**src/design/lpm_consts.vh**
```
// Constants for the low power mode controller: register map, fields, resets, timing.
// Assumes inclusion by bare name from design files.
`ifndef LPM_CONSTS_VH
`define LPM_CONSTS_VH

// ----------------------------------------
// Register byte addresses
// ----------------------------------------
`define LPM_CTRL_ADDR     12'h000
`define LPM_WAKE_CFG_ADDR 12'h004
`define LPM_TIMEOUT_ADDR  12'h008
`define LPM_STATUS_ADDR   12'h00C
`define LPM_RETAIN_ADDR   12'h010
`define LPM_CLKSEL_ADDR   12'h014

// ----------------------------------------
// Mode request codes (control bits 2:0)
// ----------------------------------------
`define MODE_ACTIVE   3'h0
`define MODE_IDLE     3'h1
`define MODE_SLEEP    3'h2
`define MODE_PDS      3'h3
`define MODE_EXTENDED_POWER_DOWN_SLEEP     3'h4
`define MODE_DEEP_OFF 3'h5

// ----------------------------------------
// Slow clock source codes
// ----------------------------------------
`define SRC_LP_OSC    2'h0
`define SRC_HA_OSC    2'h1
`define SRC_EXT_XTAL  2'h2

// ----------------------------------------
// Fields and reset values
// ----------------------------------------
`define CTRL_GO_BIT       3
`define WAKE_TMR_EN_BIT   0
`define WAKE_GPIO_EN_BIT  1
`define RETAIN_OFF_BIT    0
`define RETAIN_TMR_BIT    1
`define RETAIN_GPIO_BIT   2
`define WAKE_CFG_RESET    2'h3
`define TIMEOUT_RESET     32'h0000_8000
`define CLKSEL_RESET      2'h0

// ----------------------------------------
// Timing
// ----------------------------------------
`define SYS_CLK_MHZ       100
`define MAIN_XTAL_MHZ     24
`define IDLE_DIV          8

`endif

```
**src/design/slow_tick_select.v**
```verilog
// Slow clock source selector: synchronises three slow oscillator inputs and
// produces a one-cycle tick on each rising edge of the chosen source.
// Assumes the oscillator inputs are asynchronous to sys_clk.
`timescale 1ns/100ps
`default_nettype none
`include "lpm_consts.vh"

module slow_tick_select (
	input  wire       sys_clk,
	input  wire       reset_n,
	input  wire [1:0] source_sel,
	input  wire       low_power_internal_osc,
	input  wire       high_accuracy_internal_osc,
	input  wire       external_slow_crystal,
	input  wire       enable,
	output reg        slow_tick,
	output wire       slow_clock
);

	reg  [2:0] sync_a;
	reg  [2:0] sync_b;
	reg        prev;
	reg        chosen;

	// ----------------------------------------
	// Two-stage synchronisers
	// ----------------------------------------
	always @(posedge sys_clk or negedge reset_n) begin
		if (!reset_n) begin
			sync_a <= 3'h0;
			sync_b <= 3'h0;
		end else begin
			sync_a <= {external_slow_crystal, high_accuracy_internal_osc,
				low_power_internal_osc};
			sync_b <= sync_a;
		end
	end

	always @* begin
		if (source_sel == `SRC_EXT_XTAL)
			chosen = sync_b[2];
		else if (source_sel == `SRC_HA_OSC)
			chosen = sync_b[1];
		else
			chosen = sync_b[0];
	end

	// Gated off in deep off: that source then stops delivering time
	assign slow_clock = chosen & enable;

	always @(posedge sys_clk or negedge reset_n) begin
		if (!reset_n) begin
			prev      <= 1'b0;
			slow_tick <= 1'b0;
		end else begin
			prev      <= slow_clock;
			slow_tick <= slow_clock & ~prev;
		end
	end

endmodule
`default_nettype wire

```
**src/design/low_power_mode_controller.v**
```verilog
// Low power mode controller: six power states, clock gating, wake logic.
// Assumes an APB master on sys_clk and asynchronous wake and oscillator pins.
`timescale 1ns/100ps
`default_nettype none
`include "lpm_consts.vh"

module low_power_mode_controller #(
	parameter IDLE_DIV = `IDLE_DIV
) (
	input  wire        sys_clk,
	input  wire        reset_n,
	input  wire        psel,
	input  wire        penable,
	input  wire        pwrite,
	input  wire [11:0] paddr,
	input  wire [31:0] pwdata,
	output wire        pready,
	output reg  [31:0] prdata,
	output wire        pslverr,
	input  wire        main_xtal_clk,
	input  wire        low_power_internal_osc,
	input  wire        high_accuracy_internal_osc,
	input  wire        external_slow_crystal,
	input  wire        gpio_wake,
	input  wire        clocks_idle_ok,
	output reg         cpu_run,
	output reg         wait_for_interrupt_state,
	output reg         periph_enable,
	output reg         bus_clk_en,
	output reg         aux_clk_en,
	output reg         slow_clock_en,
	output reg         regulator_low_v,
	output reg         radio_power,
	output reg         core_power,
	output reg         retention_power,
	output reg         regulator_power,
	output reg         full_init_req,
	output wire        slow_clock,
	output wire [5:0]  power_state
);

	// ----------------------------------------
	// States, one-hot
	// ----------------------------------------
	localparam [5:0] ST_ACTIVE   = 6'h01;
	localparam [5:0] ST_IDLE     = 6'h02;
	localparam [5:0] ST_SLEEP    = 6'h04;
	localparam [5:0] ST_PDS      = 6'h08;
	localparam [5:0] ST_EXTENDED_POWER_DOWN_SLEEP     = 6'h10;
	localparam [5:0] ST_DEEP_OFF = 6'h20;

	reg  [5:0]  state;
	reg  [5:0]  next_state;
	reg  [2:0]  mode_req;
	reg  [1:0]  wake_cfg;
	reg  [31:0] timeout;
	reg  [31:0] tmr_count;
	reg  [2:0]  retain;
	reg  [1:0]  clk_src;
	reg         go;
	reg  [1:0]  gpio_sync;
	reg         gpio_prev;
	reg  [1:0]  xtal_sync;
	reg         xtal_prev;
	reg  [7:0]  div_count;
	reg         hclk_tick;
	wire        slow_tick;
	wire        gpio_rise;
	wire        tmr_hit;
	wire        wake;
	wire        sleeping;
	wire        wr_en;

	// Unused mode codes map to active
	function [5:0] mode_to_state;
		input [2:0] mode;
		begin
			if (mode == `MODE_IDLE)
				mode_to_state = ST_IDLE;
			else if (mode == `MODE_SLEEP)
				mode_to_state = ST_SLEEP;
			else if (mode == `MODE_PDS)
				mode_to_state = ST_PDS;
			else if (mode == `MODE_EXTENDED_POWER_DOWN_SLEEP)
				mode_to_state = ST_EXTENDED_POWER_DOWN_SLEEP;
			else if (mode == `MODE_DEEP_OFF)
				mode_to_state = ST_DEEP_OFF;
			else
				mode_to_state = ST_ACTIVE;
		end
	endfunction

	assign power_state = state;
	assign sleeping    = (state == ST_SLEEP) | (state == ST_PDS) |
		(state == ST_EXTENDED_POWER_DOWN_SLEEP) | (state == ST_DEEP_OFF);

	// ----------------------------------------
	// APB slave, zero wait states
	// ----------------------------------------
	// No wait states: every register answers in the access phase
	assign pready  = 1'b1;
	assign pslverr = 1'b0;
	// Writes land at the access edge only
	assign wr_en   = psel & penable & pwrite;

	always @(posedge sys_clk or negedge reset_n) begin
		if (!reset_n) begin
			mode_req <= `MODE_ACTIVE;
			wake_cfg <= `WAKE_CFG_RESET;
			timeout  <= `TIMEOUT_RESET;
			clk_src  <= `CLKSEL_RESET;
			go       <= 1'b0;
		end else begin
			// Go lasts one cycle, so a stored mode is never applied twice
			go <= 1'b0;
			if (wr_en) begin
				if (paddr == `LPM_CTRL_ADDR) begin
					mode_req <= pwdata[2:0];
					go       <= pwdata[`CTRL_GO_BIT];
				end else if (paddr == `LPM_WAKE_CFG_ADDR) begin
					wake_cfg <= pwdata[1:0];
				end else if (paddr == `LPM_TIMEOUT_ADDR) begin
					timeout <= pwdata;
				end else if (paddr == `LPM_CLKSEL_ADDR) begin
					clk_src <= pwdata[1:0];
				end
			end
		end
	end

	// ----------------------------------------
	// Read data, captured in the setup phase
	// ----------------------------------------
	// A flop keeps the word steady through the access phase,
	// even when the state changes underneath it
	always @(posedge sys_clk or negedge reset_n) begin
		if (!reset_n) begin
			prdata <= 32'h0000_0000;
		end else if (psel & ~penable) begin
			if (paddr == `LPM_CTRL_ADDR)
				prdata <= {29'h0000000, mode_req};
			else if (paddr == `LPM_WAKE_CFG_ADDR)
				prdata <= {30'h0000000, wake_cfg};
			else if (paddr == `LPM_TIMEOUT_ADDR)
				prdata <= timeout;
			else if (paddr == `LPM_STATUS_ADDR)
				prdata <= {26'h000000, state};
			else if (paddr == `LPM_RETAIN_ADDR)
				prdata <= {29'h0000000, retain};
			else if (paddr == `LPM_CLKSEL_ADDR)
				prdata <= {30'h0000000, clk_src};
			else
				prdata <= 32'h0000_0000;
		end
	end

	// ----------------------------------------
	// Slow clock source and wake timer
	// ----------------------------------------
	// Driven clock or crystal look alike once synchronised
	slow_tick_select u_slow (
		.sys_clk                    (sys_clk),
		.reset_n                    (reset_n),
		.source_sel                 (clk_src),
		.low_power_internal_osc     (low_power_internal_osc),
		.high_accuracy_internal_osc (high_accuracy_internal_osc),
		.external_slow_crystal      (external_slow_crystal),
		.enable                     (slow_clock_en),
		.slow_tick                  (slow_tick),
		.slow_clock                 (slow_clock)
	);

	// Cleared outside the sleep states, so each entry times afresh
	// In deep off time still runs from low_power_internal_osc ungated, whatever source is selected
	always @(posedge sys_clk or negedge reset_n) begin
		if (!reset_n) begin
			tmr_count <= 32'h0000_0000;
		end else if (!sleeping) begin
			tmr_count <= 32'h0000_0000;
		end else if (slow_tick | (state == ST_DEEP_OFF && xtal_sync[1] & ~xtal_prev)) begin
			tmr_count <= tmr_count + 32'h0000_0001;
		end
	end
	assign tmr_hit = wake_cfg[`WAKE_TMR_EN_BIT] && (tmr_count >= timeout);

	// ----------------------------------------
	// Pin synchronisers
	// ----------------------------------------
	always @(posedge sys_clk or negedge reset_n) begin
		if (!reset_n) begin
			gpio_sync <= 2'h0;
			gpio_prev <= 1'b0;
			xtal_sync <= 2'h0;
			xtal_prev <= 1'b0;
		end else begin
			gpio_sync <= {gpio_sync[0], gpio_wake};
			gpio_prev <= gpio_sync[1];
			xtal_sync <= {xtal_sync[0], low_power_internal_osc};
			xtal_prev <= xtal_sync[1];
		end
	end
	// Edge detector resets low like an idle pin: no false wake
	assign gpio_rise = wake_cfg[`WAKE_GPIO_EN_BIT] & gpio_sync[1] & ~gpio_prev;
	assign wake      = sleeping & (tmr_hit | gpio_rise);

	// ----------------------------------------
	// Bus clock divider from main crystal clock
	// ----------------------------------------
	// Main crystal clock sampled as a level; bus clock enable follows its edges
	// Main clock must stay below half of sys_clk, or edges are lost
	// Divider runs free, so idle needs no restart on entry
	reg [1:0] main_sync;
	reg       main_prev;
	always @(posedge sys_clk or negedge reset_n) begin
		if (!reset_n) begin
			main_sync <= 2'h0;
			main_prev <= 1'b0;
			div_count <= 8'h00;
			hclk_tick <= 1'b0;
		end else begin
			main_sync <= {main_sync[0], main_xtal_clk};
			main_prev <= main_sync[1];
			hclk_tick <= 1'b0;
			if (main_sync[1] & ~main_prev) begin
				if (div_count >= IDLE_DIV[7:0] - 8'h01) begin
					div_count <= 8'h00;
					hclk_tick <= 1'b1;
				end else begin
					div_count <= div_count + 8'h01;
				end
			end
		end
	end

	// ----------------------------------------
	// Power state machine
	// ----------------------------------------
	always @* begin
		next_state = state;
		case (state)
			ST_ACTIVE: begin
				if (go)
					next_state = mode_to_state(mode_req);
			end
			ST_IDLE: begin
				if (go)
					next_state = mode_to_state(mode_req);
			end
			// Low power states leave only on a wake, never on a write
			ST_SLEEP, ST_PDS, ST_EXTENDED_POWER_DOWN_SLEEP, ST_DEEP_OFF: begin
				if (wake)
					next_state = ST_ACTIVE;
			end
			// Illegal codes recover to active
			default: begin
				next_state = ST_ACTIVE;
			end
		endcase
	end

	always @(posedge sys_clk or negedge reset_n) begin
		if (!reset_n)
			state <= ST_ACTIVE;
		else
			state <= next_state;
	end

	// Retained indications; written only on wake, cleared by writing ones
	always @(posedge sys_clk or negedge reset_n) begin
		if (!reset_n) begin
			retain        <= 3'h0;
			full_init_req <= 1'b0;
		end else begin
			full_init_req <= 1'b0;
			if (wr_en && paddr == `LPM_RETAIN_ADDR)
				retain <= retain & ~pwdata[2:0];
			// After the clear, so a wake in the same cycle wins
			if (wake) begin
				retain[`RETAIN_TMR_BIT]  <= tmr_hit;
				retain[`RETAIN_GPIO_BIT] <= gpio_rise;
				if (state == ST_DEEP_OFF) begin
					retain[`RETAIN_OFF_BIT] <= 1'b1;
					full_init_req           <= 1'b1;
				end
			end
		end
	end

	// ----------------------------------------
	// Output decode per state
	// ----------------------------------------
	always @(posedge sys_clk or negedge reset_n) begin
		if (!reset_n) begin
			// Reset leaves the chip running and fully powered
			cpu_run                  <= 1'b1;
			wait_for_interrupt_state <= 1'b0;
			periph_enable            <= 1'b1;
			bus_clk_en               <= 1'b1;
			aux_clk_en               <= 1'b1;
			slow_clock_en            <= 1'b1;
			regulator_low_v          <= 1'b0;
			radio_power              <= 1'b1;
			core_power               <= 1'b1;
			retention_power          <= 1'b1;
			regulator_power          <= 1'b1;
		end else begin
			// Registered, so every output trails the state by one cycle
			cpu_run                  <= (state == ST_ACTIVE);
			periph_enable            <= (state == ST_ACTIVE) | (state == ST_IDLE);
			wait_for_interrupt_state <= (state == ST_IDLE) | (state == ST_SLEEP);
			aux_clk_en               <= (state == ST_ACTIVE) | (state == ST_IDLE) |
				((state == ST_SLEEP) & ~clocks_idle_ok);
			// Deep off stops the slow clock; the timer counts synchronised low_power_internal_osc edges
			slow_clock_en            <= (state != ST_DEEP_OFF);
			regulator_low_v          <= (state == ST_SLEEP) | (state == ST_PDS);
			radio_power              <= (state == ST_ACTIVE) | (state == ST_IDLE) |
				(state == ST_SLEEP);
			core_power               <= (state == ST_ACTIVE) | (state == ST_IDLE) |
				(state == ST_SLEEP);
			retention_power          <= (state != ST_DEEP_OFF);
			regulator_power          <= (state != ST_DEEP_OFF);
			// Bus clock enable follows main crystal rises, divided in idle
			if (state == ST_ACTIVE)
				bus_clk_en <= main_sync[1] & ~main_prev;
			else if (state == ST_IDLE)
				bus_clk_en <= hclk_tick;
			else
				bus_clk_en <= 1'b0;
		end
	end

endmodule
`default_nettype wire

```
**config.mk**
```make
export PLATFORM = sky130hd
export DESIGN_NAME = low_power_mode_controller
export DESIGN_NICKNAME = d
export VERILOG_FILES = /design/src/design/slow_tick_select.v /design/src/design/low_power_mode_controller.v
export VERILOG_INCLUDE_DIRS = /design/src /design/src/design
export SDC_FILE = /design/constraint.sdc
export NUM_CORES = 1
export LEC_CHECK = 0
export BUFFER_PORTS_ARGS = -buffer_cell sky130_fd_sc_hd__buf_2
export CAP_MARGIN = 20
export CORE_MARGIN = 4
export CORE_UTILIZATION = 30
export CTS_BUF_LIST = sky130_fd_sc_hd__clkbuf_4
export DETAILED_ROUTE_END_ITERATION = 16
export GPL_TIMING_DRIVEN = 0
export PLACE_DENSITY = 0.46
export SLEW_MARGIN = 15
export SYNTH_ARGS = -nofsm -noshare
export SYNTH_HDL_FRONTEND = slang
export SYNTH_SLANG_ARGS = --single-unit
```
**constraint.sdc**
```tcl
create_clock -name sys_clk -period 3.56 [get_ports sys_clk]
set_clock_uncertainty 0.15 [all_clocks]
set_input_delay 0.712 -clock sys_clk [delete_from_list [all_inputs] [get_ports sys_clk]]
set_output_delay 0.712 -clock sys_clk [all_outputs]
set_load 0.01 [all_outputs]
```
==> flow_summary.yaml <==
job:
  drv_cap: 0
hold_path:
  min_path_type: "in2reg"
power_and_ir_drop:
  power.internal_mw: 2.19
  switching_power_mw: 0.801
  p_per_area_nw_per_um2: 361
  leakage_nw: 3.81
  swShare_pct: 26.8
  ir_worst_vdd_v: 0.000199
  power_frac_seq_pct: 57.4
  pwr-share-clk_pct: 37.1
  pwr-share-comb_pct: 5.5
detailed_routing:
  num_vias: 5345
  route.detailed.drc: 0
  routed_wl_microns: 17900
  antenna_left: 0
  via_per_inst: 4.66
  wl_per_cell_microns: 15.6
  drt-pass1-iter-count: 6
  drtIter0Drc: 336
synth:
  yosys_warnings: 0
  ys_types: 60
  synth_edf_count: 0
  syn_avg_cell_area_sq_um: 10.1
  synth_area_leaders: "dfrtp_1, ha_1, nand3_1"
  ys_seq_elements: 146
  synth_cells: 692
  async_flop_share_pct: 100
  yosysSeqAreaShare_pct: 52.3
  synth_top_cell_area_share_pct: 48.6
  synth.largest_area_cell: "dfrtp_1"
  syn_area_sq_um: 7010
  ys.flop_type: "dfrtp_1"
  syn_nets: 781
layout:
  layout-drive-gt1-share_pct: 22.5
  fill_cells: 2335
  nets: 907
  seqCellArea_sq_um: 3670
  area_growth_pct: 18.1
  final_common_cell: "dfrtp_1"
  final_cell_mix: "dfrtp_1, buf_2, nand2_1, nand3_1, nor2_1"
  stdcell_count: 1146
  multi_input_area_sq_um: 3000
sta:
  setup_violations: 0
  rsz0062_at_grt: "false"
  finalHoldViolations: 0
  relSlewSlack_pct: 52.2
  fin_crit_sh_pct: 81.3
  setup_ws_ns: 0.665
  tightest_slew_ns: 0.717
  fmax_mhz: 345
  slew_violations: 0
  fin_setup_tns_ns: 0
  period_needed_ns: 2.89
setup_path:
  cp.depth: 8
  timing.critical_path.buf_inv: 1
  critPathMaxFanout: 3
  critical_path.top_delay_family: "simple AND/OR/NAND/NOR gates"
  worstSetupPathType: "reg2reg"
  reg2reg_from: "timeout[15]"
  reg2reg_depth: 8
  r2r_slack_ns: 0.67
  cp.required_ns: 3.85
  startpoint: "timeout[15]"
  critPathCaptureType: "flip-flop"
  cpPeakStageDelay_ns: 0.61
  startpoint_type: "flip-flop"
  crit_path_cell_trace: "inv_1 > ha_1 > nand4_1 > nor3_1 > or4b_2 > a31oi_1 > o21ai_0 > a31o_2"
  arrival_ns: 3.19
  worstReg2RegEnd: "retain[2]"
  cp-endpoint: "retain[2]"
  slowest_stage: "or4b_2"
global_route:
  antenna_found_initial: 1
  grt_pass1_vias: 5217
  grt_max_degree: 96
  track_usage_pct: 14.0
  grt_pass1_wl_microns: 28900
  gr-total-overflow: 0
cts:
  clk_latency_ns: 0.54
  clockBufferDepth: 2
  cts_tree: "yes"
  h-tree-depth: 4
  root_buffer: "clkbuf_4"
  path_clk_slew_ns: 0.14
  numClockSinks: 146
  cts_buffers: 17
floorplan:
  io_pins: 108
  die_w_microns: 161
  start_util_pct: 30.8
  core-area_sq_um: 22800
  die_h_microns: 161
  die_area_sq_um: 25900
  rows: 55
place:
  dp_slack_ns: 0.373
  dpl.hpwl_microns: 13700
  port_buffers: 105
  routabilityCongestion: 0.804
  place_inst: 1111
outcome:
  status: "complete, no violations"
[worst min path at each step]
stage	from	end	slack (ns)	depth (start not counted)
floorplan	gpio_sync[0]	gpio_sync[1]	0.18	0
global placement	main_sync[0]	main_sync[1]	0.18	0
detailed placement	u_slow.sync_a[0]	u_slow.sync_b[0]	0.18	0
CTS	gpio_wake	gpio_sync[0]	0.06	1
global route	external_slow_crystal	u_slow.sync_a[2]	0.06	1
finish	gpio_wake	gpio_sync[0]	0.11	1
[layout make-up]
type	count	area share, %
inverters	45	2.04
clock buffers	17	1.54
diodes	2	0.0605
well taps	313	4.73
multi-input cells	466	36.3
clock inverters	15	2.04
plain buffers	35	2.06
flip-flops and latches	146	44.3
repair buffers	107	6.93
[cell families (layout without fill, tap and decap cells)]
logic type,count (synthesis),count (layout),share of synthesized area [%]
compound gates,134,134,12.1
mux,14,14,2.20
fa+ha+maj,34,34,6.07
simple gates,251,251,18.5
xor+xnor,31,31,3.87
buf+inv,80,219,4.84
flops,146,146,52.3
other cells,2,4,0.107
[sequential cells by signal (all words and copies together), names as in the netlist, 2 cells and up]
name,cells
div_count,8
gpio_sync,2
prdata,32
wake_cfg,2
u_slow.sync_b,3
tmr_count,32
power_state,6
main_sync,2
timeout,32
retain,3
mode_req,3
u_slow.sync_a,3
clk_src,2
[cells in the mapped netlist, types with 3 or more instances]
library cell	count
nand4_1	9
inv_1	45
nand2b_1	5
xor2_1	11
or3_1	5
ha_1	34
dfrtp_1	136
nand2_1	65
nor3_2	3
nor2b_1	4
dfstp_2	10
mux2_2	11
buf_1	3
a31oi_1	5
nor3_1	10
nor2_1	54
buf_4	5
and3_1	8
a22oi_1	5
clkbuf_1	21
a32oi_1	3
nor4_1	5
xnor2_1	20
a21oi_1	22
buf_2	4
mux2i_1	3
and2_1	5
nor4_2	6
nand3_1	55
o31ai_1	26
a211oi_1	3
o21ai_0	53
[worst register-to-register path, delay by kind of cell (launching register included)]
kind	cells	cell delay, ns
AO/OA/AOI/OAI	3	0.76
adder cells (fa/ha/maj)	1	0.30
buffers and inverters	1	0.07
flip-flops	1	0.54
AND/OR/NAND/NOR	3	0.99
[power groups by stage]
stage / registers, mW / logic, mW / clock network (mW)
2_1_floorplan: 1.74 / 0.0680 / 0
3_3_place_gp: 1.75 / 0.166 / 0
3_5_place_dp: 1.75 / 0.170 / 0
4_1_cts: 1.71 / 0.171 / 1.15
5_1_grt: 1.72 / 0.192 / 1.22
6_report: 1.71 / 0.166 / 1.11
[routing by layer]
metal,track usage [%],share of wire [%]
met3,2.46,3.5
met5,0,0
met1,20.9,51
met2,21.1,44
met4,3.37,1.0
[stage by stage]
step	hold slack, ns	cell area (sq um)	util, %	total power [mW]
floorplan	0.181	7010	-	1.81
global placement	0.182	7920	34.8	1.91
global route	0.0566	8270	36.3	3.13
detailed placement	0.185	7960	35.0	1.92
finish	0.110	8270	36.3	2.99
CTS	0.0625	8270	36.3	3.04
[what timing repair did]
action | in CTS | in global routing
endpoints found under the hold margin | 46 | 0
hold buffers | 1 | 0
resized for setup | 0 | 0
endpoints found under the setup margin | 0 | 0
buffers inserted | 0 | 0
No activity file was read; power rests on OpenSTA's default activity.
